## config.mk

```make
export PLATFORM = sky130hd
export DESIGN_NAME = fan_cfg_timebase
export DESIGN_NICKNAME = d
export VERILOG_FILES = /design/src/fan_cfg_timebase.v
export VERILOG_INCLUDE_DIRS = /design/src
export SDC_FILE = /design/constraint.sdc
export NUM_CORES = 1
export LEC_CHECK = 0
export BUFFER_PORTS_ARGS = -buffer_cell sky130_fd_sc_hd__buf_2
export CORE_UTILIZATION = 50
export DETAILED_ROUTE_END_ITERATION = 10
export PLACE_DENSITY = 0.69
export SYNTH_ARGS = -nofsm -noshare
export SYNTH_HDL_FRONTEND = slang
export SYNTH_SLANG_ARGS = --single-unit
```

## constraint.sdc

```tcl
create_clock -name clock -period 8.43 [get_ports clock]
set_input_delay 0.843 -clock clock [delete_from_list [all_inputs] [get_ports clock]]
set_output_delay 0.843 -clock clock [all_outputs]
set_load 0.05 [all_outputs]
```

## src/fan_cfg_defines.vh

```
/*
  Constants for the fan controller start-up and timebase block:
  clock rates, timing counts, register offsets, fields, reset values.
  Assumes a 20 MHz system clock and a 16-bit plain register port.
*/
`ifndef FAN_CFG_DEFINES_VH
`define FAN_CFG_DEFINES_VH

// -----------------------------------------------------------
// Clock and timing
// -----------------------------------------------------------
`define FC_CLK_HZ          20000000
`define FC_OSC_HZ          32768
`define FC_HALF_STEP       (2 * `FC_OSC_HZ)
`define FC_SDA_TIMEOUT_MS  25
`define FC_SDA_TIMEOUT_CYC (`FC_SDA_TIMEOUT_MS * (`FC_CLK_HZ / 1000))
`define FC_CNT_DIV         4
`define FC_TACH_BITS       11
`define FC_STRAP_WAIT      2'h2

// -----------------------------------------------------------
// Watchdog modes and periods in seconds
// -----------------------------------------------------------
`define FC_WD_OFF          2'h0
`define FC_WD_STRAP_ON     2'h1
`define FC_WD_SEC_1        5'h05
`define FC_WD_SEC_2        5'h0a
`define FC_WD_SEC_3        5'h1e

// -----------------------------------------------------------
// Address pin connection codes
// -----------------------------------------------------------
`define FC_ADDR_GND        2'h0
`define FC_ADDR_VCC        2'h1
`define FC_ADDR_SDA        2'h2
`define FC_ADDR_SCL        2'h3

// -----------------------------------------------------------
// Registers and fields
// -----------------------------------------------------------
`define FC_REG_CTRL        4'h0
`define FC_REG_TACH_CFG    4'h1
`define FC_REG_TACH_RES    4'h2
`define FC_REG_STATUS      4'h3
`define FC_CTRL_XTAL_EN    0
`define FC_CTRL_WD_LO      1
`define FC_CTRL_WD_HI      2
`define FC_CTRL_WD_KICK    3
`define FC_TCFG_PER_LO     0
`define FC_TCFG_PER_HI     1
`define FC_CTRL_RST        3'h0
`define FC_TCFG_RST        2'h0

`endif

```

## src/fan_cfg_timebase.v

```verilog
/*
  Start-up strap capture, timebase oscillator selection, tach count
  clock and period counter, bus watchdog, address pin decode and
  SDA stuck-low release for a six-channel fan controller.
  Assumes all pins are asynchronous to clock; the serial engine and
  register master run on clock; straps are stable at reset release.
*/
`timescale 1ns/10ps
`include "fan_cfg_defines.vh"

module fan_cfg_timebase
#(
  parameter SDA_TIMEOUT_CYC = `FC_SDA_TIMEOUT_CYC,
  parameter TICKS_PER_SEC   = `FC_OSC_HZ,
  parameter TACH_BITS       = `FC_TACH_BITS
)
(
  input  wire                 clock,
  input  wire                 rst,
  input  wire [3:0]           reg_addr,
  input  wire [15:0]          reg_wdata,
  input  wire                 reg_wr,
  input  wire                 reg_rd,
  output reg  [15:0]          reg_rdata,
  input  wire                 pwm_freq_strap,
  input  wire                 spin_up_strap,
  input  wire                 watchdog_strap,
  input  wire                 addr_select_0,
  input  wire                 addr_select_1,
  input  wire                 crystal_in,
  output reg                  crystal_out,
  output reg                  osc_clock_output,
  input  wire                 tach_in,
  input  wire                 scl_in,
  input  wire                 sda_in,
  output wire                 sda_out,
  output wire                 sda_oe,
  input  wire                 sda_drive_low,
  output reg                  i2c_if_reset,
  output reg  [3:0]           i2c_addr,
  output reg                  i2c_addr_valid,
  output reg                  pwm_freq_init,
  output reg                  spin_up_init,
  output reg                  straps_valid,
  output reg                  tach_count_tick,
  output reg                  watchdog_expired
);

  // -----------------------------------------------------------
  // Pin synchronisers
  // -----------------------------------------------------------
  localparam NPIN = 9;
  localparam P_WD = 0, P_SPIN = 1, P_FREQ = 2, P_A0 = 3, P_A1 = 4;
  localparam P_SDA = 5, P_SCL = 6, P_TACH = 7, P_XTAL = 8;

  wire [NPIN-1:0] pin_raw;       // Raw pins in fixed order
  reg  [NPIN-1:0] pin_meta_q;    // First stage, read only by second
  reg  [NPIN-1:0] pin_sync_q;    // Synchronised pins
  reg  [NPIN-1:0] pin_prev_q;    // One cycle older, for edges

  assign pin_raw = {crystal_in, tach_in, scl_in, sda_in, addr_select_1,
                    addr_select_0, pwm_freq_strap, spin_up_strap,
                    watchdog_strap};

  genvar gi;
  generate
    for (gi = 0; gi < NPIN; gi = gi + 1)
    begin : g_sync
      // Two flip-flops, then an edge history stage
      always @(posedge clock or posedge rst)
      begin
        if (rst)
        begin
          pin_meta_q[gi] <= 1'b0;
          pin_sync_q[gi] <= 1'b0;
          pin_prev_q[gi] <= 1'b0;
        end
        else
        begin
          pin_meta_q[gi] <= pin_raw[gi];
          pin_sync_q[gi] <= pin_meta_q[gi];
          pin_prev_q[gi] <= pin_sync_q[gi];
        end
      end
    end
  endgenerate

  // -----------------------------------------------------------
  // Registers written by software and strap capture
  // -----------------------------------------------------------
  reg        xtal_en_q;          // Crystal enable
  reg  [1:0] wd_mode_q;          // Watchdog mode
  reg  [1:0] tach_per_q;         // Tach periods select
  reg  [1:0] strap_cnt_q;        // Wait for synchronisers
  wire       wr_ctrl = reg_wr & (reg_addr == `FC_REG_CTRL);
  wire       wd_kick = wr_ctrl & reg_wdata[`FC_CTRL_WD_KICK];
  wire       strap_take = ~straps_valid & (strap_cnt_q == `FC_STRAP_WAIT);

  // Control writes and one-time strap capture
  always @(posedge clock or posedge rst)
  begin
    if (rst)
    begin
      {wd_mode_q, xtal_en_q} <= `FC_CTRL_RST;
      tach_per_q    <= `FC_TCFG_RST;
      strap_cnt_q   <= 2'h0;
      straps_valid  <= 1'b0;
      pwm_freq_init <= 1'b0;
      spin_up_init  <= 1'b0;
    end
    else
    begin
      if (!straps_valid)
        strap_cnt_q <= strap_cnt_q + 2'h1;
      if (strap_take)
      begin
        straps_valid  <= 1'b1;
        pwm_freq_init <= pin_sync_q[P_FREQ];
        spin_up_init  <= pin_sync_q[P_SPIN];
        wd_mode_q     <= pin_sync_q[P_WD] ? `FC_WD_STRAP_ON : `FC_WD_OFF;
      end
      else if (wr_ctrl)
      begin
        xtal_en_q <= reg_wdata[`FC_CTRL_XTAL_EN];
        wd_mode_q <= reg_wdata[`FC_CTRL_WD_HI:`FC_CTRL_WD_LO];
      end
      if (reg_wr && reg_addr == `FC_REG_TACH_CFG)
        tach_per_q <= reg_wdata[`FC_TCFG_PER_HI:`FC_TCFG_PER_LO];
    end
  end

  // -----------------------------------------------------------
  // Timebase oscillator
  // -----------------------------------------------------------
  reg  [24:0] osc_acc_q;         // Phase accumulator
  reg         int_clk_q;         // Internal 32768 Hz square wave
  reg         int_rise_q;        // Internal rising edge pulse
  wire [31:0] osc_sum_w = {7'h00, osc_acc_q} + `FC_HALF_STEP;  // Full-width step sum
  wire [31:0] osc_sub_w = osc_sum_w - `FC_CLK_HZ;               // Sum after one wrap
  wire [25:0] osc_sum = osc_sum_w[25:0];                       // Sum kept for compare
  wire        osc_wrap = (osc_sum >= `FC_CLK_HZ);
  wire        xtal_rise = pin_sync_q[P_XTAL] & ~pin_prev_q[P_XTAL];
  wire        tosc_tick = xtal_en_q ? xtal_rise : int_rise_q;

  // Internal oscillator from the system clock
  always @(posedge clock or posedge rst)
  begin
    if (rst)
    begin
      osc_acc_q  <= 25'h0;
      int_clk_q  <= 1'b0;
      int_rise_q <= 1'b0;
    end
    else
    begin
      if (osc_wrap)
        osc_acc_q <= osc_sub_w[24:0];
      else
        osc_acc_q <= osc_sum[24:0];
      if (osc_wrap)
        int_clk_q <= ~int_clk_q;
      int_rise_q <= osc_wrap & ~int_clk_q;
    end
  end

  // Clock output and crystal drive
  always @(posedge clock or posedge rst)
  begin
    if (rst)
    begin
      osc_clock_output <= 1'b0;
      crystal_out      <= 1'b0;
    end
    else
    begin
      osc_clock_output <= xtal_en_q ? pin_sync_q[P_XTAL] : int_clk_q;
      // Crystal stays quiet until enabled
      crystal_out      <= xtal_en_q & ~pin_sync_q[P_XTAL];
    end
  end

  // -----------------------------------------------------------
  // Tach count clock and period counter
  // -----------------------------------------------------------
  reg  [1:0]           div_q;    // Divide timebase by four
  reg  [TACH_BITS-1:0] tach_cnt_q;
  reg  [TACH_BITS-1:0] tach_res_q;
  reg  [3:0]           tach_per_cnt_q;
  reg                  tach_res_new_q;
  wire                 tach_rise = pin_sync_q[P_TACH] & ~pin_prev_q[P_TACH];
  wire [3:0]           tach_target = 4'h1 << tach_per_q;
  wire                 tach_full = &tach_cnt_q;

  // Counting clock and measurement
  always @(posedge clock or posedge rst)
  begin
    if (rst)
    begin
      div_q           <= 2'h0;
      tach_count_tick <= 1'b0;
      tach_cnt_q      <= {TACH_BITS{1'b0}};
      tach_res_q      <= {TACH_BITS{1'b0}};
      tach_per_cnt_q  <= 4'h0;
      tach_res_new_q  <= 1'b0;
    end
    else
    begin
      // count clock is timebase over four
      if (tosc_tick)
        div_q <= div_q + 2'h1;
      tach_count_tick <= tosc_tick & (div_q == `FC_CNT_DIV - 1);
      if (tach_rise && tach_per_cnt_q + 4'h1 >= tach_target)
      begin
        tach_res_q     <= tach_cnt_q;
        tach_res_new_q <= 1'b1;
        tach_cnt_q     <= {TACH_BITS{1'b0}};
        tach_per_cnt_q <= 4'h0;
      end
      else
      begin
        if (tach_rise)
          tach_per_cnt_q <= tach_per_cnt_q + 4'h1;
        if (tach_count_tick && !tach_full)
          tach_cnt_q <= tach_cnt_q + 1'b1;
        if (reg_rd && reg_addr == `FC_REG_TACH_RES)
          tach_res_new_q <= 1'b0;
      end
    end
  end

  // -----------------------------------------------------------
  // Bus watchdog on the timebase
  // -----------------------------------------------------------
  reg  [19:0] wd_sub_q;          // Ticks within one second
  reg  [4:0]  wd_sec_q;          // Whole seconds elapsed
  reg  [4:0]  wd_limit;          // Seconds for current mode

  // Period from mode
  always @*
  begin
    case (wd_mode_q)
      2'h1:    wd_limit = `FC_WD_SEC_1;
      2'h2:    wd_limit = `FC_WD_SEC_2;
      2'h3:    wd_limit = `FC_WD_SEC_3;
      default: wd_limit = 5'h00;
    endcase
  end

  // Seconds counter, kicked by software
  always @(posedge clock or posedge rst)
  begin
    if (rst)
    begin
      wd_sub_q         <= 20'h0;
      wd_sec_q         <= 5'h00;
      watchdog_expired <= 1'b0;
    end
    else if (wd_kick || wd_mode_q == `FC_WD_OFF)
    begin
      wd_sub_q         <= 20'h0;
      wd_sec_q         <= 5'h00;
      watchdog_expired <= 1'b0;
    end
    else if (tosc_tick && !watchdog_expired)
    begin
      if (wd_sub_q == TICKS_PER_SEC - 1)
      begin
        wd_sub_q <= 20'h0;
        wd_sec_q <= wd_sec_q + 5'h01;
        if (wd_sec_q + 5'h01 == wd_limit)
          watchdog_expired <= 1'b1;
      end
      else
        wd_sub_q <= wd_sub_q + 20'h1;
    end
  end

  // -----------------------------------------------------------
  // Address pin decode at transaction start
  // -----------------------------------------------------------
  wire       start_det = pin_sync_q[P_SCL] & pin_prev_q[P_SDA] & ~pin_sync_q[P_SDA];
  wire       scl_fall  = pin_prev_q[P_SCL] & ~pin_sync_q[P_SCL];
  reg        addr_wait_q;        // Start seen, wait for SCL low
  reg  [1:0] a_pre_q;            // Pin value while SDA high
  reg  [1:0] a_now_q;            // Pin value just after start
  wire [1:0] a_sync = {pin_sync_q[P_A1], pin_sync_q[P_A0]};
  wire [1:0] a_prev = {pin_prev_q[P_A1], pin_prev_q[P_A0]};
  wire [3:0] a_code;             // Two bits per pin

  generate
    for (gi = 0; gi < 2; gi = gi + 1)
    begin : g_adec
      assign a_code[2*gi+1:2*gi] =
        a_now_q[gi] ? (a_sync[gi] ? `FC_ADDR_VCC : `FC_ADDR_SCL)
                    : (a_pre_q[gi] ? `FC_ADDR_SDA : `FC_ADDR_GND);
    end
  endgenerate

  // Sample at start, decide at first SCL fall
  always @(posedge clock or posedge rst)
  begin
    if (rst)
    begin
      addr_wait_q    <= 1'b0;
      a_pre_q        <= 2'h0;
      a_now_q        <= 2'h0;
      i2c_addr       <= 4'h0;
      i2c_addr_valid <= 1'b0;
    end
    else
    begin
      i2c_addr_valid <= 1'b0;
      if (start_det)
      begin
        addr_wait_q <= 1'b1;
        a_pre_q     <= a_prev;
        a_now_q     <= a_sync;
      end
      else if (addr_wait_q && scl_fall)
      begin
        addr_wait_q    <= 1'b0;
        i2c_addr       <= a_code;
        i2c_addr_valid <= 1'b1;
      end
    end
  end

  // -----------------------------------------------------------
  // SDA stuck-low release
  // -----------------------------------------------------------
  reg [19:0] sda_low_q;          // Cycles SDA has been low
  reg        sda_rel_q;          // Drive suppressed

  // Timeout counter and release flag
  always @(posedge clock or posedge rst)
  begin
    if (rst)
    begin
      sda_low_q    <= 20'h0;
      sda_rel_q    <= 1'b0;
      i2c_if_reset <= 1'b0;
    end
    else
    begin
      i2c_if_reset <= 1'b0;
      if (pin_sync_q[P_SDA])
      begin
        sda_low_q <= 20'h0;
        sda_rel_q <= 1'b0;
      end
      else if (sda_low_q == SDA_TIMEOUT_CYC - 1)
      begin
        sda_rel_q    <= 1'b1;
        i2c_if_reset <= ~sda_rel_q;
      end
      else
        sda_low_q <= sda_low_q + 20'h1;
    end
  end

  assign sda_oe  = sda_drive_low & ~sda_rel_q;
  assign sda_out = 1'b0;

  // -----------------------------------------------------------
  // Register read port
  // -----------------------------------------------------------
  // Read data one cycle after strobe
  always @(posedge clock or posedge rst)
  begin
    if (rst)
      reg_rdata <= 16'h0000;
    else if (reg_rd)
    begin
      case (reg_addr)
        `FC_REG_CTRL:     reg_rdata <= {13'h0000, wd_mode_q, xtal_en_q};
        `FC_REG_TACH_CFG: reg_rdata <= {14'h0000, tach_per_q};
        `FC_REG_TACH_RES: reg_rdata <= {tach_res_new_q, 4'h0, tach_res_q};
        `FC_REG_STATUS:   reg_rdata <= {4'h0, i2c_addr, 1'b0, sda_rel_q,
                                        watchdog_expired, xtal_en_q,
                                        straps_valid, 1'b0,
                                        spin_up_init, pwm_freq_init};
        default:          reg_rdata <= 16'h0000;
      endcase
    end
    else
      reg_rdata <= 16'h0000;
  end

endmodule // fan_cfg_timebase

```

==> results.md <==
- Status: complete, no violations
- Cell row count: 43
- RSZ-0062 raised after global routing: false
- Fin. Hold Viols: 0
- Leakage power: between 3 and 4 nW
- Max Cap Viol: 0
- Tightest Pin Transition: between 1 and 1.5 ns
- Largest net degree at the start of global routing: 106
- CTS sink count: 156
- Vias in the first global route: 4833
- Post-Syn Instances: around 670
- Total track usage: 0.1935
- Area Overhead vs Synth: 14.20%
- Top delay family on crit path: compound AO/OA/AOI/OAI gates
- Initial Util: 0.5196
- TritonCTS clock tree: yes
- Design area: 8333 sq um
- Syn_area_per_cell: 10.86 sq um
- WP data required: 8.73 ns
- Clk_lat worst skew: 0.41 ns
- Slowest cell delay on critical path: 0.64 ns
- CTS Buffer Depth: 2
- Core box area: 14040 sq um
- Vias/cell: 5.417
- DR DRC count: 0
- Post-DP Area: 7660 sq um
- EDFF count, synth: 0
- Crit Path Max Fanout: 16
- Clock-pin slew on the worst setup and hold paths: 0.06 ns
- DP HPWL: 8.980 mm
- Grt ovf: 0
- Die height: 122.8 um
- Crit Path Category: reg2reg
- Final Critical Period: 3.162 ns
- DIE AREA: 15080 sq um
- Clk_skew: 0.007337 ns
- Final setup viols: 0
- Mean routed wirelength per cell: 14.44 um
- Sequential share of the synthesized area: 0.5350
- Asr flop ratio synth: 1.000
- Power Density: 229.7 nW/um^2
- # hold bufs at CTS: 0
- Grt met3 use: 0.04368
- Grt met1 use: 0.2522
- DR pass1 iterations: 4
- First-pass GRT wire length: 22.58 mm
- Crit-path cells: ha_1, nand2_2, or3_1, xor2_1, a31o_1, o221ai_2, o21ai_0, xnor2_1
- CP Buf/Inv Count: 0
- CP endpoint kind: flop
- Post-CTS setup buffers: 0
- Number of distinct library cells after synthesis: 73
- Post-cts sizing count: 0
- N_diodes: 0
- Worst slew margin: 0.2191
- TritonCTS Buffers: 17
- Met2 usage: 0.3164
- Final nets: roughly 770
- Routed Antenna Nets: 0
- DIE WIDTH: 122.8 um
- Ys flop type: dfrtp_1
- Vias: 4940
- Routability cong.: approximately 0.87
- Port bufs: 48
- Commonest non-fill, non-tap cells in the layout: 156 x dfrtp_1, 82 x nor2_1, 58 x nand2_1
- H-tree depth: 4
- Most common cell after layout, fill and taps aside: dfrtp_1
- Crit path launch type: flop
- Mapped cell area: 7297 sq um
- Initial antenna violation count: 0
- Worst Hold Class: reg2reg
- Max Fclk: 316.3 MHz
- Initial DRC Count: 306
- Top Ports: 65
- Part of the cycle the worst path needs: 0.3751
- Setup TNS Final: 0 ns
- Layout cell share with drive strength beyond 1: 0.1762
- Root Buffer: clkbuf_16
- Slew Limit Fails: 0
- Peak VDD IR: 0.1793 mV
- WL final: roughly 13 mm
- Critical path's slowest cell: o221ai_2
- Critical Path AT: 3.46 ns
- #FFs+latches synth: 156
- Synthesis warning total: 0
- Layer with the highest usage: met2
## kinds of logic (layout without fill, tap and decap cells)
kind of cell | count (synthesis) | count (layout) | synth area share
buffers and inverters | 46 | 103 | 0.02864
muxes | 39 | 39 | 0.06139
adders and majority gates | 15 | 15 | 0.02572
AOI/OAI and AO/OA | 75 | 75 | 0.07425
xor gates and xnor gates | 72 | 72 | 0.08745
other | 1 | 4 | 0.0005139
DFF | 156 | 156 | 0.5350
and+or+nand+nor | 268 | 268 | 0.1871
## routing by layer
layer | up-vias | share of wire
li1 | 2389 | -
met1 | 2458 | 0.46
met2 | 79 | 0.49
met3 | 14 | 0.039
met4 | 0 | 0.011
met5 | - | 0
## power breakdown
| group | internal, W | switching (W) |
|---|---|---|
| combinational | 0.0000844 | 0.000136 |
| sequential | 0.000793 | 0.0000404 |
| clock | 0.000571 | 0.000288 |
| total | 0.00145 | 0.000465 |
## cell usage after synthesis (5+ instances only)
| cell type | count | area, sq um |
|---|---|---|
| dfrtp_1 | 156 | 3904 |
| nor2_1 | 82 | 307.8 |
| nand2_1 | 58 | 217.7 |
| xor2_1 | 37 | 324.1 |
| xnor2_1 | 34 | 297.8 |
| mux2_2 | 23 | 259.0 |
| o21ai_0 | 22 | 110.1 |
| inv_1 | 21 | 78.83 |
| nand3_1 | 21 | 105.1 |
| a21oi_1 | 16 | 80.08 |
| ha_1 | 15 | 187.7 |
| nor3_1 | 15 | 75.07 |
| mux2i_1 | 14 | 140.1 |
| nand4_1 | 13 | 81.33 |
| and3_1 | 12 | 75.07 |
| clkbuf_1 | 11 | 41.29 |
| nor2b_1 | 11 | 68.82 |
| nand2b_1 | 10 | 62.56 |
| and4_1 | 6 | 52.55 |
| and2_1 | 5 | 31.28 |
| or3_1 | 5 | 31.28 |
## flip-flops by register name (all words and copies together), names as in the netlist, 2 cells and up
name,count
a_now_q,2
a_pre_q,2
a_prev,2
a_sync,2
div_q,2
i2c_addr,4
osc_acc_q,17
pin_meta_q,9
pin_prev_q,4
pin_sync_q,7
reg_rdata,13
sda_low_q,20
strap_cnt_q,2
tach_cnt_q,11
tach_per_cnt_q,4
tach_per_q,2
tach_res_q,11
wd_mode_q,2
wd_sec_q,5
wd_sub_q,20
## final cells by class
class,count,area (sq um)
clock inverters,11,212.7
repair buffers,49,247.7
well taps,180,225.2
fillers,1119,5709
clock buffers,21,460.4
multi-input cells,473,3196
inverters,22,87.58
flip-flops and latches,156,3904
## final timing paths
kind	from	slack (ns)	cells after the start	to
worst max-delay path	osc_acc_q[16]	5.27	8	osc_acc_q[13]
worst min-delay path	pin_meta_q[7]	0.35	0	pin_sync_q[7]
worst max register to register	osc_acc_q[16]	5.27	8	osc_acc_q[13]
worst min register to register	pin_meta_q[7]	0.35	0	pin_sync_q[7]
max in group asynchronous	rst	6.60	3	tach_res_q[5]
min in group asynchronous	rst	0.64	2	wd_sub_q[18]
## stage by stage
step	std cells	util	setup WS, ns	power (W)	hold slack [ns]
after floorplan	675	-	3.380	0.001018	0.3312
after global placement	880	0.5455	5.235	0.001061	0.3325
after detailed placement	880	0.5455	5.199	0.001071	0.3347
after CTS	912	0.5934	5.296	0.001936	0.3496
after global routing	912	0.5934	5.043	0.001998	0.3567
final	912	0.5934	5.268	0.001914	0.3465
Power figures use the tool's default switching activity.
